<file path="config.mk">
export PLATFORM = sky130hd
export DESIGN_NAME = cfp_protect
export DESIGN_NICKNAME = d
export VERILOG_FILES = /design/src/hdl/cfp_pkg.sv /design/src/hdl/cfp_protect.sv
export SDC_FILE = /design/constraint.sdc
export NUM_CORES = 1
export LEC_CHECK = 0
export BUFFER_PORTS_ARGS = -buffer_cell sky130_fd_sc_hd__buf_2
export CORE_ASPECT_RATIO = 1.75
export CORE_MARGIN = 8
export CORE_UTILIZATION = 45
export DETAILED_ROUTE_END_ITERATION = 10
export GPL_TIMING_DRIVEN = 0
export PLACE_DENSITY = 0.72
export SLEW_MARGIN = 10
export SYNTH_ARGS = -nofsm -noshare
export SYNTH_HDL_FRONTEND = slang
export SYNTH_SLANG_ARGS = --single-unit
export TNS_END_PERCENT = 10
</file>
<file path="constraint.sdc">
create_clock -name i_ref_clk -period 4.5 [get_ports i_ref_clk]
set_input_delay 0.9 -clock i_ref_clk [delete_from_list [all_inputs] [get_ports i_ref_clk]]
set_output_delay 0.9 -clock i_ref_clk [all_outputs]
set_load 0.03 [all_outputs]
</file>
<file path="src/hdl/cfp_pkg.sv">
package cfp_pkg;
    // channel count and field widths
    localparam int NCH = 2;
    localparam int SP_W = 11;
    localparam int FB_W = 16;
    localparam int PWM_W = 12;
    localparam int CNT_W = 6;
    // gate vector bit positions
    localparam int GATE_HS = 0;
    localparam int GATE_LS = 1;
    // overcurrent filter window in system clock cycles
    localparam int FILT_MIN_CYC = 20;
    localparam int FILT_MAX_CYC = 40;
    localparam int FILT_DEF_CYC = (FILT_MIN_CYC + FILT_MAX_CYC) / 2;
    // reset and idle values
    localparam logic [SP_W-1:0] SP_ZERO = 11'h000;
    localparam logic [FB_W-1:0] FB_ZERO = 16'h0000;
    localparam logic [PWM_W-1:0] PWM_ZERO = 12'h000;
    localparam logic [CNT_W-1:0] CNT_ZERO = 6'h00;
    localparam logic [1:0] GATE_OFF = 2'h0;

    // commands decoded from the serial register port, same clock
    typedef struct packed {
        logic [NCH-1:0] sp_wr;
        logic [NCH-1:0][SP_W-1:0] sp_val;
        logic [NCH-1:0] en_val;
        logic cal_wr;
        logic calibration_mode_request;
        logic [NCH-1:0][1:0] direct_transistor_control;
        logic diag_rd;
        logic [PWM_W-1:0] pwm_period;
    } cfp_cmd_t;

    // comparator flags of one channel, asynchronous
    typedef struct packed {
        logic oc_low_hs;
        logic oc_high_hs;
        logic oc_low_ls;
        logic oc_high_ls;
        logic open_load_on;
        logic over_temp;
    } cfp_sense_ch_t;

    typedef struct packed {
        cfp_sense_ch_t [NCH-1:0] ch;
        logic over_volt;
    } cfp_sense_t;

    // latched diagnosis bits
    typedef struct packed {
        logic [NCH-1:0] overcurrent_fault;
        logic [NCH-1:0] open_load_bypass_fault;
        logic [NCH-1:0] over_temp_fault;
        logic over_volt_fault;
    } cfp_diag_t;

    // whole state of the block
    typedef struct packed {
        cfp_sense_t sync1;
        cfp_sense_t sync2;
        logic [NCH-1:0][SP_W-1:0] sp;
        logic [NCH-1:0] en;
        logic cal;
        logic [NCH-1:0][1:0] direct;
        logic [NCH-1:0][1:0] gate;
        logic [NCH-1:0][1:0] gate_prev;
        logic [NCH-1:0][CNT_W-1:0] cnt;
        cfp_diag_t diag;
        logic [NCH-1:0] ot_rd;
        logic ov_rd;
        logic [NCH-1:0][FB_W-1:0] fb;
        logic fb_valid;
    } cfp_state_t;
endpackage : cfp_pkg

</file>
<file path="src/hdl/cfp_protect.sv">
`timescale 1ns/100ps
// Summary of operation
// - writing one to the calibration request bit asks for calibration mode
// - calibration entered only with all setpoints zero and enable bits one
// - request while any channel operates is discarded, bit reads zero
// - in calibration each transistor follows its own direct control bit
// - in calibration feedback carries 16-bit average current, 65535 is 1.5 A
// - feedback invalid while programmed PWM period is zero
// - no current limiting while calibration mode is active
// - overcurrent turns channel off, clears setpoint and enable, latches fault
// - latched overcurrent bit clears when diagnosis is read
// - current above high limit shuts down at once
// - between limits, shutdown only if overcurrent outlasts filter time
// - fault type follows configuration and failing transistor
// - overtemperature turns off and clears the overheated channel
// - after heat or voltage shutdown channel stays off until read and rewritten
// - overtemperature bit holds until read and condition gone
// - overvoltage bit sets, holds until read and condition gone
// - while overvoltage lasts all channels stay disabled and cleared
// - filter starts at low limit, lasts 20 to 40 cycles
module cfp_protect #(
    parameter int FILT_CYC = cfp_pkg::FILT_DEF_CYC
) (
    input wire logic i_ref_clk,
    input wire logic i_sys_rst,
    input wire cfp_pkg::cfp_cmd_t i_cmd,
    input wire cfp_pkg::cfp_sense_t i_sense,
    input wire logic [cfp_pkg::NCH-1:0] i_high_side_config,
    input wire logic [cfp_pkg::NCH-1:0][1:0] i_reg_gate,
    input wire logic [cfp_pkg::NCH-1:0][cfp_pkg::FB_W-1:0] i_cal_avg,
    output logic [cfp_pkg::NCH-1:0][1:0] o_gate,
    output logic [cfp_pkg::NCH-1:0][cfp_pkg::SP_W-1:0] o_setpoint,
    output logic [cfp_pkg::NCH-1:0] o_enable,
    output logic o_cal_mode,
    output cfp_pkg::cfp_diag_t o_diag,
    output logic [cfp_pkg::NCH-1:0][cfp_pkg::FB_W-1:0] o_feedback,
    output logic o_feedback_valid
);
    import cfp_pkg::*;

    // refuse filter lengths outside the window
    if (FILT_CYC < FILT_MIN_CYC || FILT_CYC > FILT_MAX_CYC)
    begin : g_bad_filt
        $error("cfp_protect: FILT_CYC outside filter window");
    end

    localparam logic [CNT_W-1:0] CNT_LAST = CNT_W'(FILT_CYC - 1);

    cfp_state_t state_ff;
    cfp_state_t nxt_state;
    cfp_sense_t sns;
    logic [NCH-1:0] active;
    logic [NCH-1:0] stage_chg;
    logic [NCH-1:0] trip_hs;
    logic [NCH-1:0] trip_ls;
    logic [NCH-1:0] kill;
    logic [NCH-1:0] lock;
    logic any_ot;
    logic sp_all_zero;

    // channel running: enabled with a nonzero setpoint
    function automatic logic ch_running(input logic en, input logic [SP_W-1:0] sp);
        ch_running = en && (sp != SP_ZERO);
    endfunction : ch_running

    // synchronised comparator view
    assign sns = state_ff.sync2;
    assign any_ot = |{state_ff.diag.over_temp_fault, sns.ch[0].over_temp, sns.ch[1].over_temp};

    // per-channel protection terms
    for (genvar c = 0; c < NCH; c++)
    begin : g_ch
        assign active[c] = ch_running(state_ff.en[c], state_ff.sp[c]);
        assign stage_chg[c] = state_ff.gate[c] != state_ff.gate_prev[c];
        // quick trip above high limit, filtered trip above low limit
        assign trip_hs[c] = active[c] && !state_ff.cal && (sns.ch[c].oc_high_hs
            || (sns.ch[c].oc_low_hs && !stage_chg[c]
            && state_ff.cnt[c] == CNT_LAST));
        assign trip_ls[c] = active[c] && !state_ff.cal && (sns.ch[c].oc_high_ls
            || (sns.ch[c].oc_low_ls && !stage_chg[c]
            && state_ff.cnt[c] == CNT_LAST));
        assign kill[c] = trip_hs[c] || trip_ls[c] || sns.ch[c].over_temp
            || sns.over_volt;
        assign lock[c] = state_ff.diag.overcurrent_fault[c]
            || state_ff.diag.open_load_bypass_fault[c]
            || state_ff.diag.over_temp_fault[c]
            || state_ff.diag.over_volt_fault;
    end

    // all setpoints zero and all enables one
    always_comb
    begin
        sp_all_zero = 1'b1;
        for (int c = 0; c < NCH; c++)
        begin
            if (state_ff.sp[c] != SP_ZERO || !state_ff.en[c])
            begin
                sp_all_zero = 1'b0;
            end
        end
    end

    // next state
    always_comb
    begin
        logic rd_seen;
        rd_seen = 1'b0;
        nxt_state = state_ff;
        // two-stage synchroniser for the comparators
        nxt_state.sync1 = i_sense;
        nxt_state.sync2 = state_ff.sync1;
        nxt_state.gate_prev = state_ff.gate;

        // calibration request write
        if (i_cmd.cal_wr)
        begin
            if (!i_cmd.calibration_mode_request)
            begin
                nxt_state.cal = 1'b0;
                nxt_state.direct = '0;
            end
            else if (sp_all_zero && !sns.over_volt && !any_ot)
            begin
                nxt_state.cal = 1'b1;
                nxt_state.direct = i_cmd.direct_transistor_control;
            end
            // otherwise the write is dropped
        end
        // heat or voltage fault ends calibration
        if (sns.over_volt || any_ot)
        begin
            nxt_state.cal = 1'b0;
            nxt_state.direct = '0;
        end

        for (int c = 0; c < NCH; c++)
        begin
            // filter counter
            if (!active[c] || state_ff.cal || stage_chg[c]
                || !(sns.ch[c].oc_low_hs || sns.ch[c].oc_low_ls))
            begin
                nxt_state.cnt[c] = CNT_ZERO;
            end
            else if (state_ff.cnt[c] != CNT_LAST)
            begin
                nxt_state.cnt[c] = state_ff.cnt[c] + 1'b1;
            end

            // setpoint write, refused while a fault is latched
            if (i_cmd.sp_wr[c] && !lock[c])
            begin
                nxt_state.sp[c] = i_cmd.sp_val[c];
                nxt_state.en[c] = i_cmd.en_val[c];
            end
            if (kill[c])
            begin
                nxt_state.sp[c] = SP_ZERO;
                nxt_state.en[c] = 1'b0;
            end

            // gate drive
            if (kill[c])
            begin
                nxt_state.gate[c] = GATE_OFF;
            end
            else if (state_ff.cal)
            begin
                nxt_state.gate[c] = state_ff.direct[c];
            end
            else if (active[c])
            begin
                nxt_state.gate[c] = i_reg_gate[c];
            end
            else
            begin
                nxt_state.gate[c] = GATE_OFF;
            end

            // fault matrix; a set in the read cycle wins
            nxt_state.diag.overcurrent_fault[c] = (i_high_side_config[c] ? trip_hs[c]
                : trip_ls[c]) || (state_ff.diag.overcurrent_fault[c] && !i_cmd.diag_rd);
            nxt_state.diag.open_load_bypass_fault[c] = (i_high_side_config[c] ? trip_ls[c]
                : trip_hs[c]) || (sns.ch[c].open_load_on && state_ff.gate[c] != GATE_OFF)
                || (state_ff.diag.open_load_bypass_fault[c] && !i_cmd.diag_rd);

            // overtemperature clears after a read and the condition gone
            rd_seen = state_ff.ot_rd[c] || i_cmd.diag_rd;
            nxt_state.diag.over_temp_fault[c] = sns.ch[c].over_temp
                || (state_ff.diag.over_temp_fault[c] && !rd_seen);
            nxt_state.ot_rd[c] = nxt_state.diag.over_temp_fault[c] && rd_seen;

            // calibration readback
            nxt_state.fb[c] = state_ff.cal ? i_cal_avg[c] : FB_ZERO;
        end

        // overvoltage latch, same clearing scheme
        rd_seen = state_ff.ov_rd || i_cmd.diag_rd;
        nxt_state.diag.over_volt_fault = sns.over_volt
            || (state_ff.diag.over_volt_fault && !rd_seen);
        nxt_state.ov_rd = nxt_state.diag.over_volt_fault && rd_seen;

        nxt_state.fb_valid = state_ff.cal && (i_cmd.pwm_period != PWM_ZERO);
    end

    // state register
    always_ff @(posedge i_ref_clk or posedge i_sys_rst)
    begin
        if (i_sys_rst)
        begin
            state_ff <= '0;
        end
        else
        begin
            state_ff <= nxt_state;
        end
    end

    // outputs straight from the state register
    assign o_gate = state_ff.gate;
    assign o_setpoint = state_ff.sp;
    assign o_enable = state_ff.en;
    assign o_cal_mode = state_ff.cal;
    assign o_diag = state_ff.diag;
    assign o_feedback = state_ff.fb;
    assign o_feedback_valid = state_ff.fb_valid;

    // per-channel overcurrent, overtemperature and fault lock sequences
    for (genvar c = 0; c < NCH; c++)
    begin : g_chk

    end
endmodule : cfp_protect

</file>
==> impl_metrics.env, run 1 <==
export IMPL_whs_ns=0.3418
export IMPL_grt_total_usage_pct=16.78
export IMPL_routed_wl_mm=12.73
export IMPL_crit_buf_inv=2
export IMPL_placed_area_sq_um=6361
export IMPL_ys_warn_count=0
export IMPL_cts_buffers=17
export IMPL_drtAntennaViolNets=0
export IMPL_finalCritPeriodShare_pct=47.17
export IMPL_avgSynthCellArea_sq_um=12.17
export IMPL_die_h_um=160.0
export IMPL_finalSetupTns_ns=0
export IMPL_crit_family="flip-flops"
export IMPL_cts_sinks=118
export IMPL_reg2regPathDepth=6
export IMPL_start_util_pct=46.01
export IMPL_synth_cell_types=48
export IMPL_cts_hold_buf=0
export IMPL_finalHoldViolCount=0
export IMPL_drive_gt1_share_pct=48.51
export IMPL_r2r_end="o_gate[2]"
export IMPL_r2r_start="state_ff[49]"
export IMPL_core_region_area_sq_um=11580
export IMPL_start_kind="register"
export IMPL_ctsResizeCount=0
export IMPL_crit_type="reg2out"
export IMPL_critPathLaunch="o_diag[1]"
export IMPL_vias=3813
export IMPL_hp_start="nxt_state[101]"
export IMPL_htree_levels=4
export IMPL_hp_class="reg2reg"
export IMPL_regArea_sq_um=2953
export IMPL_ys_seq_area_share_pct=55.41
export IMPL_synth_nets=540
export IMPL_drc=0
export IMPL_finalSetupViolations=0
export IMPL_syn_inst=438
export IMPL_r2r_setup_slack_ns=2.60
export IMPL_antenna_found_initial=1
export IMPL_ys_flop_type="dfrtp_1"
export IMPL_cts_tree="built"
export IMPL_viasPerCell=4.933
export IMPL_min_period_ns=2.123
export IMPL_layout_common_cells="170 x buf_2, 118 x dfrtp_1, 68 x buf_4"
export IMPL_netlist_area_sq_um=5329
export IMPL_cpPeakStageDelay_ns=0.47
export IMPL_cp_end_kind="output port"
export IMPL_cp_max_fo=5
export IMPL_grt_pass1_vias=4271
export IMPL_grt_max_degree=74
export IMPL_gp_congestion=0.7785
export IMPL_drv_cap=0
export IMPL_io_buffer_count=166
export IMPL_design_area_sq_um=6897
export IMPL_final_common_cell="buf_2"
export IMPL_worstMarginPinSlew_ns=0.6761
export IMPL_slew_viol_final=0
export IMPL_outcome="complete, no violations"
export IMPL_peakVddDrop_mv=0.3259
export IMPL_clk_pin_slew_worst_paths_ns=0.06
export IMPL_power_density_nw_per_um2=350.7
export IMPL_insertion_delay_ns=0.41
export IMPL_wl_per_cell_um=16.47
export IMPL_first_iter_violations=133
export IMPL_skew_ns=0.009725
export IMPL_ys_ff_latch=118
export IMPL_grt_pass1_wl_mm=20.62
export IMPL_row_count=52
export IMPL_grt_overflow=0
export IMPL_io_pins=167
export IMPL_fin_nets=726
export IMPL_dieArea_sq_um=15720
export IMPL_cts_setup_buffers=0
export IMPL_power_leakage_nw=3.509
export IMPL_syn_to_final_growth_pct=29.42
export IMPL_critical_path_slowest_cell="dfrtp_1"
export IMPL_fin_util_pct=59.55
export IMPL_cts_root_buf="clkbuf_16"
export IMPL_relSlewSlack_pct=54.93
export IMPL_rsz0062_at_grt="no"
export IMPL_max_clock_path_buffers=2
export IMPL_post_dp_hpwl_mm=9.923
export IMPL_hold_path_depth=0
export IMPL_async_flop_share_pct=100.0
export IMPL_fmax_mhz=471.1
export IMPL_dr_pass1_iters=4
export IMPL_arrival_ns=1.22
export IMPL_die_w_um=98.26
export IMPL_fillers=978
export IMPL_synth_edff_count=0
export IMPL_crit_path_cell_trace="buf_4, buf_2"
export IMPL_multi_input_area_sq_um=1717
export IMPL_hold_end="sns[9]"
export IMPL_required_ns=3.60
## through the flow
stage	total power (W)	instances	setup slack, ns
floorplan	0.001184	438	0.4709
global placement	0.001246	739	-0.6585
detailed placement	0.001253	740	2.384
CTS	0.002452	772	2.328
global route	0.002509	773	2.315
finish	0.002418	773	2.377
## report_power, final
part           internal (W)  leakage, nW  switching [W]
sequential          0.00108         1.57      0.0000124
clock              0.000702        0.255       0.000485
combinational     0.0000630         1.68      0.0000766
## worst max path at each step
stage	to	cells past startpoint
after floorplan	nxt_state[100]	1
after global placement	state_ff[50]	2
after detailed placement	o_cal_mode	5
after CTS	o_diag[1]	2
after global routing	o_diag[1]	2
final	o_diag[1]	2
## state kept, by name, summed over array words and instances (netlist names), 2 cells and up
signal and cells:
nxt_state 13, o_diag 7, o_enable 2, o_feedback 32, o_gate 4, o_setpoint 22, sns 13, state_ff 23
## cells in the mapped netlist, types with 7 or more instances
master | instances | area share, %
dfrtp_1 | 118 | 55
buf_4 | 68 | 9.6
and2_1 | 34 | 4.0
mux2i_1 | 28 | 5.3
a211oi_2 | 20 | 4.7
nor2_1 | 17 | 1.2
inv_1 | 13 | 0.92
nand3_1 | 12 | 1.1
a211oi_1 | 10 | 1.4
o211ai_1 | 8 | 1.1
nand2b_1 | 7 | 0.82
nor3_1 | 7 | 0.66
## layer usage
| layer | wire [um] | vias up | global-route usage, % |
|---|---|---|---|
| li1 | - | 1838 | - |
| met3 | 678 | 27 | 5.224 |
| met2 | 6917 | 116 | 30.40 |
| met4 | 416 | 0 | 9.206 |
| met5 | 0 | - | 0 |
| met1 | 4721 | 1832 | 16.48 |
## kinds of logic (layout without fill, tap and decap cells)
| family | Yosys count | count (layout) | synth area share [%] |
|---|---|---|---|
| simple gates | 114 | 114 | 12.87 |
| other cells | 0 | 1 | 0 |
| mux | 28 | 28 | 5.259 |
| xor+xnor | 7 | 7 | 1.151 |
| flops | 118 | 118 | 55.41 |
| compound gates | 71 | 71 | 12.00 |
| buf+inv | 96 | 295 | 12.37 |
| fa+ha+maj | 4 | 4 | 0.9392 |
## layout make-up
cell class | instances | share of cell area [%]
multi-input cells | 224 | 24.89
flip-flops and latches | 118 | 42.82
repair buffers | 167 | 12.45
well taps | 135 | 2.449
inverters | 13 | 0.7801
plain buffers | 83 | 8.853
clock buffers | 17 | 6.168
diodes | 1 | 0.03628
clock inverters | 15 | 1.560
Note: power is estimated with default switching activity, not from simulation.
==> run 2: changes to the inputs <==
--- a/config.mk
+++ b/config.mk
@@ -11,7 +11,7 @@
 export CORE_UTILIZATION = 45
 export DETAILED_ROUTE_END_ITERATION = 10
 export GPL_TIMING_DRIVEN = 0
-export PLACE_DENSITY = 0.72
+export PLACE_DENSITY = 0.75
 export SLEW_MARGIN = 10
 export SYNTH_ARGS = -nofsm -noshare
 export SYNTH_HDL_FRONTEND = slang
==> constraint.sdc (replaced) <==
create_clock -name i_ref_clk -period 1.7 [get_ports i_ref_clk]
set_input_delay 0.34 -clock i_ref_clk [delete_from_list [all_inputs] [get_ports i_ref_clk]]
set_output_delay 0.34 -clock i_ref_clk [all_outputs]
set_load 0.03 [all_outputs]
==> impl_metrics.env, run 2 (synthesized netlist as in run 1, its figures left out) <==
export IMPL_grt_max_degree=38
export IMPL_hp_class="in2async"
export IMPL_core_region_area_sq_um=11580
export IMPL_io_pins=167
export IMPL_viasPerCell=4.995
export IMPL_relSlewSlack_pct=51.69
export IMPL_skew_ns=0.005305
export IMPL_outcome="finished, violations left"
export IMPL_finalHoldViolCount=0
export IMPL_whs_ns=0.02218
export IMPL_power_density_nw_per_um2=1015
export IMPL_grt_pass1_vias=4516
export IMPL_final_common_cell="buf_2"
export IMPL_crit_path_cell_trace="ha_2, nand3b_1, nor2_1, a211o_2, buf_2, a211oi_2"
export IMPL_cts_root_buf="clkbuf_16"
export IMPL_drc=0
export IMPL_finalWorstSetupSlack_ns=-0.04871
export IMPL_fin_util_pct=63.04
export IMPL_required_ns=2.02
export IMPL_dieArea_sq_um=15720
export IMPL_largest_reg_flops=32
export IMPL_layout_common_cells="170 x buf_2, 116 x dfrtp_1, 78 x buf_4"
export IMPL_wl_per_cell_um=18.00
export IMPL_io_buffer_count=166
export IMPL_dp_cells=742
export IMPL_arrival_ns=2.07
export IMPL_insertion_delay_ns=0.41
export IMPL_antenna_found_initial=1
export IMPL_grt_total_usage_pct=18.48
export IMPL_start_kind="register"
export IMPL_total_power_w=0.007407
export IMPL_first_iter_violations=154
export IMPL_cts_sinks=118
export IMPL_start_util_pct=46.01
export IMPL_critical_path_slowest_cell="dfrtp_1"
export IMPL_fin_nets=740
export IMPL_gp_congestion=0.7840
export IMPL_finalSetupViolations=10
export IMPL_drv_cap=0
export IMPL_vias=3931
export IMPL_syn_to_final_growth_pct=37.00
export IMPL_failed_checks="negative setup slack"
export IMPL_cts_hold_buf=0
export IMPL_post_dp_hpwl_mm=10.66
export IMPL_htree_levels=4
export IMPL_worstMarginPinSlew_ns=0.7246
export IMPL_drtAntennaViolNets=0
export IMPL_crit_type="reg2reg"
export IMPL_rsz0062_at_grt="yes"
export IMPL_power_leakage_nw=3.691
export IMPL_cts_buffers=17
export IMPL_die_w_um=98.26
export IMPL_slew_viol_final=0
export IMPL_cts_tree="built"
export IMPL_grt_overflow=0
export IMPL_clk_pin_slew_worst_paths_ns=0.06
export IMPL_max_clock_path_buffers=2
export IMPL_row_count=52
export IMPL_min_period_ns=1.749
export IMPL_cp_max_fo=6
export IMPL_cpPeakStageDelay_ns=0.42
export IMPL_finalSetupTns_ns=-0.3164
export IMPL_routed_wl_mm=14.17
export IMPL_cp_end_kind="register"
export IMPL_stdcell_count=787
export IMPL_die_h_um=160.0
export IMPL_dr_pass1_iters=6
export IMPL_peakVddDrop_mv=0.8471
export IMPL_drive_gt1_share_pct=51.92
export IMPL_fmax_mhz=571.8
export IMPL_finalCritPeriodShare_pct=102.9
export IMPL_grt_pass1_wl_mm=22.51
## run 2: cell count changes in the layout (fill, tap and decap cells not counted), sizes merged
cell / previous run / this run
clkbuf: 23 / 26
clkinv: 9 / 3
clkinvlp: 4 / 3
buf: 244 / 258
bufinv: 0 / 6
inv: 15 / 13
## run 2: worst paths after layout
path	startpoint	end	slack [ns]	cells past startpoint
setup / recovery	state_ff[43]	o_enable[0]	-0.05	6
hold / removal	i_sys_rst	o_setpoint[2]	0.02	2
setup reg to reg	state_ff[43]	o_enable[0]	-0.05	6
hold reg to reg	nxt_state[103]	sns[11]	0.35	0
max in group asynchronous	i_sys_rst	sns[10]	0.91	4
min in group i_ref_clk	i_sense[0]	nxt_state[92]	0.03	1
## run 2: final cells by class
cell class	instances	area, sq um
fill	947	4280
sequential	118	2955
multi-input combinational	224	1831
timing repair buffer	181	994.7
buffer	83	616.8
clock buffer	20	456.7
clock inverter	12	222.7
tap	135	168.9
inverter	13	52.55
antenna	1	2.502
## run 2: per-layer routing
layer | routed length [um] | part of all wire [%] | track usage [%]
met5 | 0 | 0 | 0
met1 | 5060 | 36 | 17.63
met2 | 7957 | 56 | 34.38
met3 | 677 | 4.8 | 5.616
met4 | 471 | 3.3 | 9.628
## run 2: power breakdown
part           internal (W)  switching, W  leakage, nW  total, W
Combinational      0.000189      0.000220         1.79  0.000409
Sequential          0.00286     0.0000369         1.57   0.00290
Clock               0.00283       0.00127        0.327   0.00410
Total               0.00588       0.00153         3.69   0.00741
## run 2: repair_timing
| action | 4_1_cts | 5_1_grt |
|---|---|---|
| pin swaps | 18 | 12 |
| gates resized for setup | 14 | 13 |
| endpoints found under the setup margin | 34 | 37 |
| gates cloned | 1 | 1 |
| buffers inserted | 4 | 6 |
## run 2: worst max-delay path: cells and delay by family, from the launching register on
| family | cells | cell delay, ns |
|---|---|---|
| fa+ha+maj | 1 | 0.20 |
| simple gates | 2 | 0.26 |
| flops | 1 | 0.42 |
| buf+inv | 1 | 0.20 |
| compound gates | 2 | 0.58 |
## run 2: per-stage QoR
step                      cell area [sq um]  setup WS (ns)
after floorplan                        5333       -0.08138
after global placement                 6332        -0.7138
after detailed placement               6392        -0.1686
after CTS                              7183       -0.08793
after global routing                   7301        -0.1521
final                                  7301       -0.04871
==> run 3: changes to the inputs <==
--- a/config.mk
+++ b/config.mk
@@ -11,7 +11,7 @@
 export CORE_UTILIZATION = 45
 export DETAILED_ROUTE_END_ITERATION = 10
 export GPL_TIMING_DRIVEN = 0
-export PLACE_DENSITY = 0.75
+export PLACE_DENSITY = 0.72
 export SLEW_MARGIN = 10
 export SYNTH_ARGS = -nofsm -noshare
 export SYNTH_HDL_FRONTEND = slang
==> constraint.sdc (replaced) <==
create_clock -name i_ref_clk -period 1.85 [get_ports i_ref_clk]
set_input_delay 0.37 -clock i_ref_clk [delete_from_list [all_inputs] [get_ports i_ref_clk]]
set_output_delay 0.37 -clock i_ref_clk [all_outputs]
set_load 0.03 [all_outputs]
==> impl_metrics.env, run 3 (synthesized netlist as in run 1, its figures left out) <==
export IMPL_outcome="complete, no violations"
export IMPL_grt_max_degree=40
export IMPL_clk_pin_slew_worst_paths_ns=0.05
export IMPL_grt_pass1_vias=4262
export IMPL_whs_ns=0.01599
export IMPL_stdcell_count=776
export IMPL_finalWorstSetupSlack_ns=0.06748
export IMPL_slew_viol_final=0
export IMPL_die_h_um=160.0
export IMPL_power_density_nw_per_um2=877.0
export IMPL_drive_gt1_share_pct=48.67
export IMPL_layout_common_cells="170 x buf_2, 118 x dfrtp_1, 71 x buf_4"
export IMPL_vias=3880
export IMPL_fmax_mhz=561.0
export IMPL_start_kind="register"
export IMPL_cp_max_fo=10
export IMPL_start_util_pct=46.01
export IMPL_antenna_found_initial=0
export IMPL_dieArea_sq_um=15720
export IMPL_cts_hold_buf=0
export IMPL_cts_root_buf="clkbuf_16"
export IMPL_p_sw_w=0.001315
export IMPL_finalHoldViolCount=0
export IMPL_p_sw_share_pct=21.43
export IMPL_cts_sinks=118
export IMPL_grt_pass1_wl_mm=21.18
export IMPL_grt_total_usage_pct=17.41
export IMPL_cp_end_kind="register"
export IMPL_fin_util_pct=60.43
export IMPL_clock_power_share_pct=50.9
export IMPL_worstMarginPinSlew_ns=0.6830
export IMPL_diodes=0
export IMPL_insertion_delay_ns=0.41
export IMPL_pre_cts_slack_ns=-0.04175
export IMPL_min_period_ns=1.783
export IMPL_grt_overflow=0
export IMPL_finalSetupViolations=0
export IMPL_max_clock_path_buffers=2
export IMPL_pwr_share_seq_pct=43.3
export IMPL_gp_congestion=0.7968
export IMPL_power_frac_comb_pct=5.7
export IMPL_drc=0
export IMPL_row_count=52
export IMPL_rsz0062_at_grt="yes"
export IMPL_drtAntennaViolNets=0
export IMPL_post_dp_hpwl_mm=10.25
export IMPL_wl_per_cell_um=16.89
export IMPL_arrival_ns=2.09
export IMPL_cts_buffers=17
export IMPL_finalCritPeriodShare_pct=96.35
export IMPL_io_pins=167
export IMPL_dp_cells=742
export IMPL_cts_tree="built"
export IMPL_dr_pass1_iters=4
export IMPL_crit_type="reg2reg"
export IMPL_io_buffer_count=166
export IMPL_skew_ns=0.01172
export IMPL_relSlewSlack_pct=54.47
export IMPL_die_w_um=98.26
export IMPL_r2r_start="o_setpoint[4]"
export IMPL_fin_nets=731
export IMPL_intPower_w=0.004822
export IMPL_power_leakage_nw=3.553
export IMPL_first_iter_violations=109
export IMPL_peakVddDrop_mv=0.8107
export IMPL_core_region_area_sq_um=11580
export IMPL_routed_wl_mm=13.11
export IMPL_drv_cap=0
export IMPL_hp_class="in2async"
export IMPL_required_ns=2.16
export IMPL_viasPerCell=5.000
export IMPL_syn_to_final_growth_pct=31.32
export IMPL_final_common_cell="buf_2"
export IMPL_htree_levels=4
export IMPL_critPathLaunch="o_setpoint[4]"
export IMPL_largest_reg_flops=32
-- run 3: changes by cell type in the layout (fill, tap and decap cells not counted), moves of 2 or more --
cell and change:
buf_4 -7, bufinv_16 -4, nor4_4 -4, a211oi_1 +2
clkbuf_1 +2, clkinv_2 +2, dfrtp_1 +2, dfrtp_2 -2
nor4_1 +2, nor4_2 +2
-- run 3: repair_timing --
action                     4_1_cts  5_1_grt
setup buffers                    3        0
hold endpoints to repair         0        0
pin swaps                        3        1
resized for setup                0        3
setup endpoints to repair        5       26
-- run 3: final cells by class --
cell class | count | area [sq um]
buffer | 83 | 610.6
clock buffer | 22 | 464.2
clock inverter | 9 | 102.6
fill | 967 | 4583
inverter | 13 | 52.55
multi-input combinational | 224 | 1733
sequential | 118 | 2953
tap | 135 | 168.9
timing repair buffer | 172 | 913.4
-- run 3: path summary, 6_finish.rpt --
path	endpoint	slack, ns	depth (start not counted)
worst max-delay path	o_gate[0]	0.07	4
max in group asynchronous	o_feedback[20]	1.05	4
worst min register to register	sns[11]	0.34	0
min in group i_ref_clk	nxt_state[96]	0.07	1
worst min-delay path	nxt_state[99]	0.02	2
worst max register to register	o_gate[0]	0.07	4
-- run 3: per-stage QoR --
| stage | setup TNS [ns] | total power, W | instance area [sq um] |
|---|---|---|---|
| floorplan | 0 | 0.002881 | 5333 |
| global placement | -71.78 | 0.003030 | 6332 |
| detailed placement | -0.08038 | 0.003056 | 6392 |
| CTS | 0 | 0.006215 | 6982 |
| global route | -0.2634 | 0.006384 | 6998 |
| finish | 0 | 0.006137 | 6998 |
-- run 3: power by group through the flow --
stage	logic (W)	registers, W	clock network (W)
finish	0.000352	0.00266	0.00313
global route	0.000388	0.00266	0.00333
global placement	0.000329	0.00270	0
detailed placement	0.000354	0.00270	0
floorplan	0.000188	0.00269	0
CTS	0.000357	0.00266	0.00320
-- run 3: worst max-delay path, cell delays in order, from the launching register on --
cell and delay (ns):
dfrtp_1 0.41, nor4_2 0.52, a31oi_4 0.25, buf_2 0.28, a211oi_2 0.22
-- run 3: routing by layer --
layer,vias up,global-route usage [%],share of wire [%]
li1,1848,-,-
met1,1896,17.12,36
met2,109,31.31,55
met3,27,6.008,4.8
met4,0,9.065,3.4
met5,-,0,0
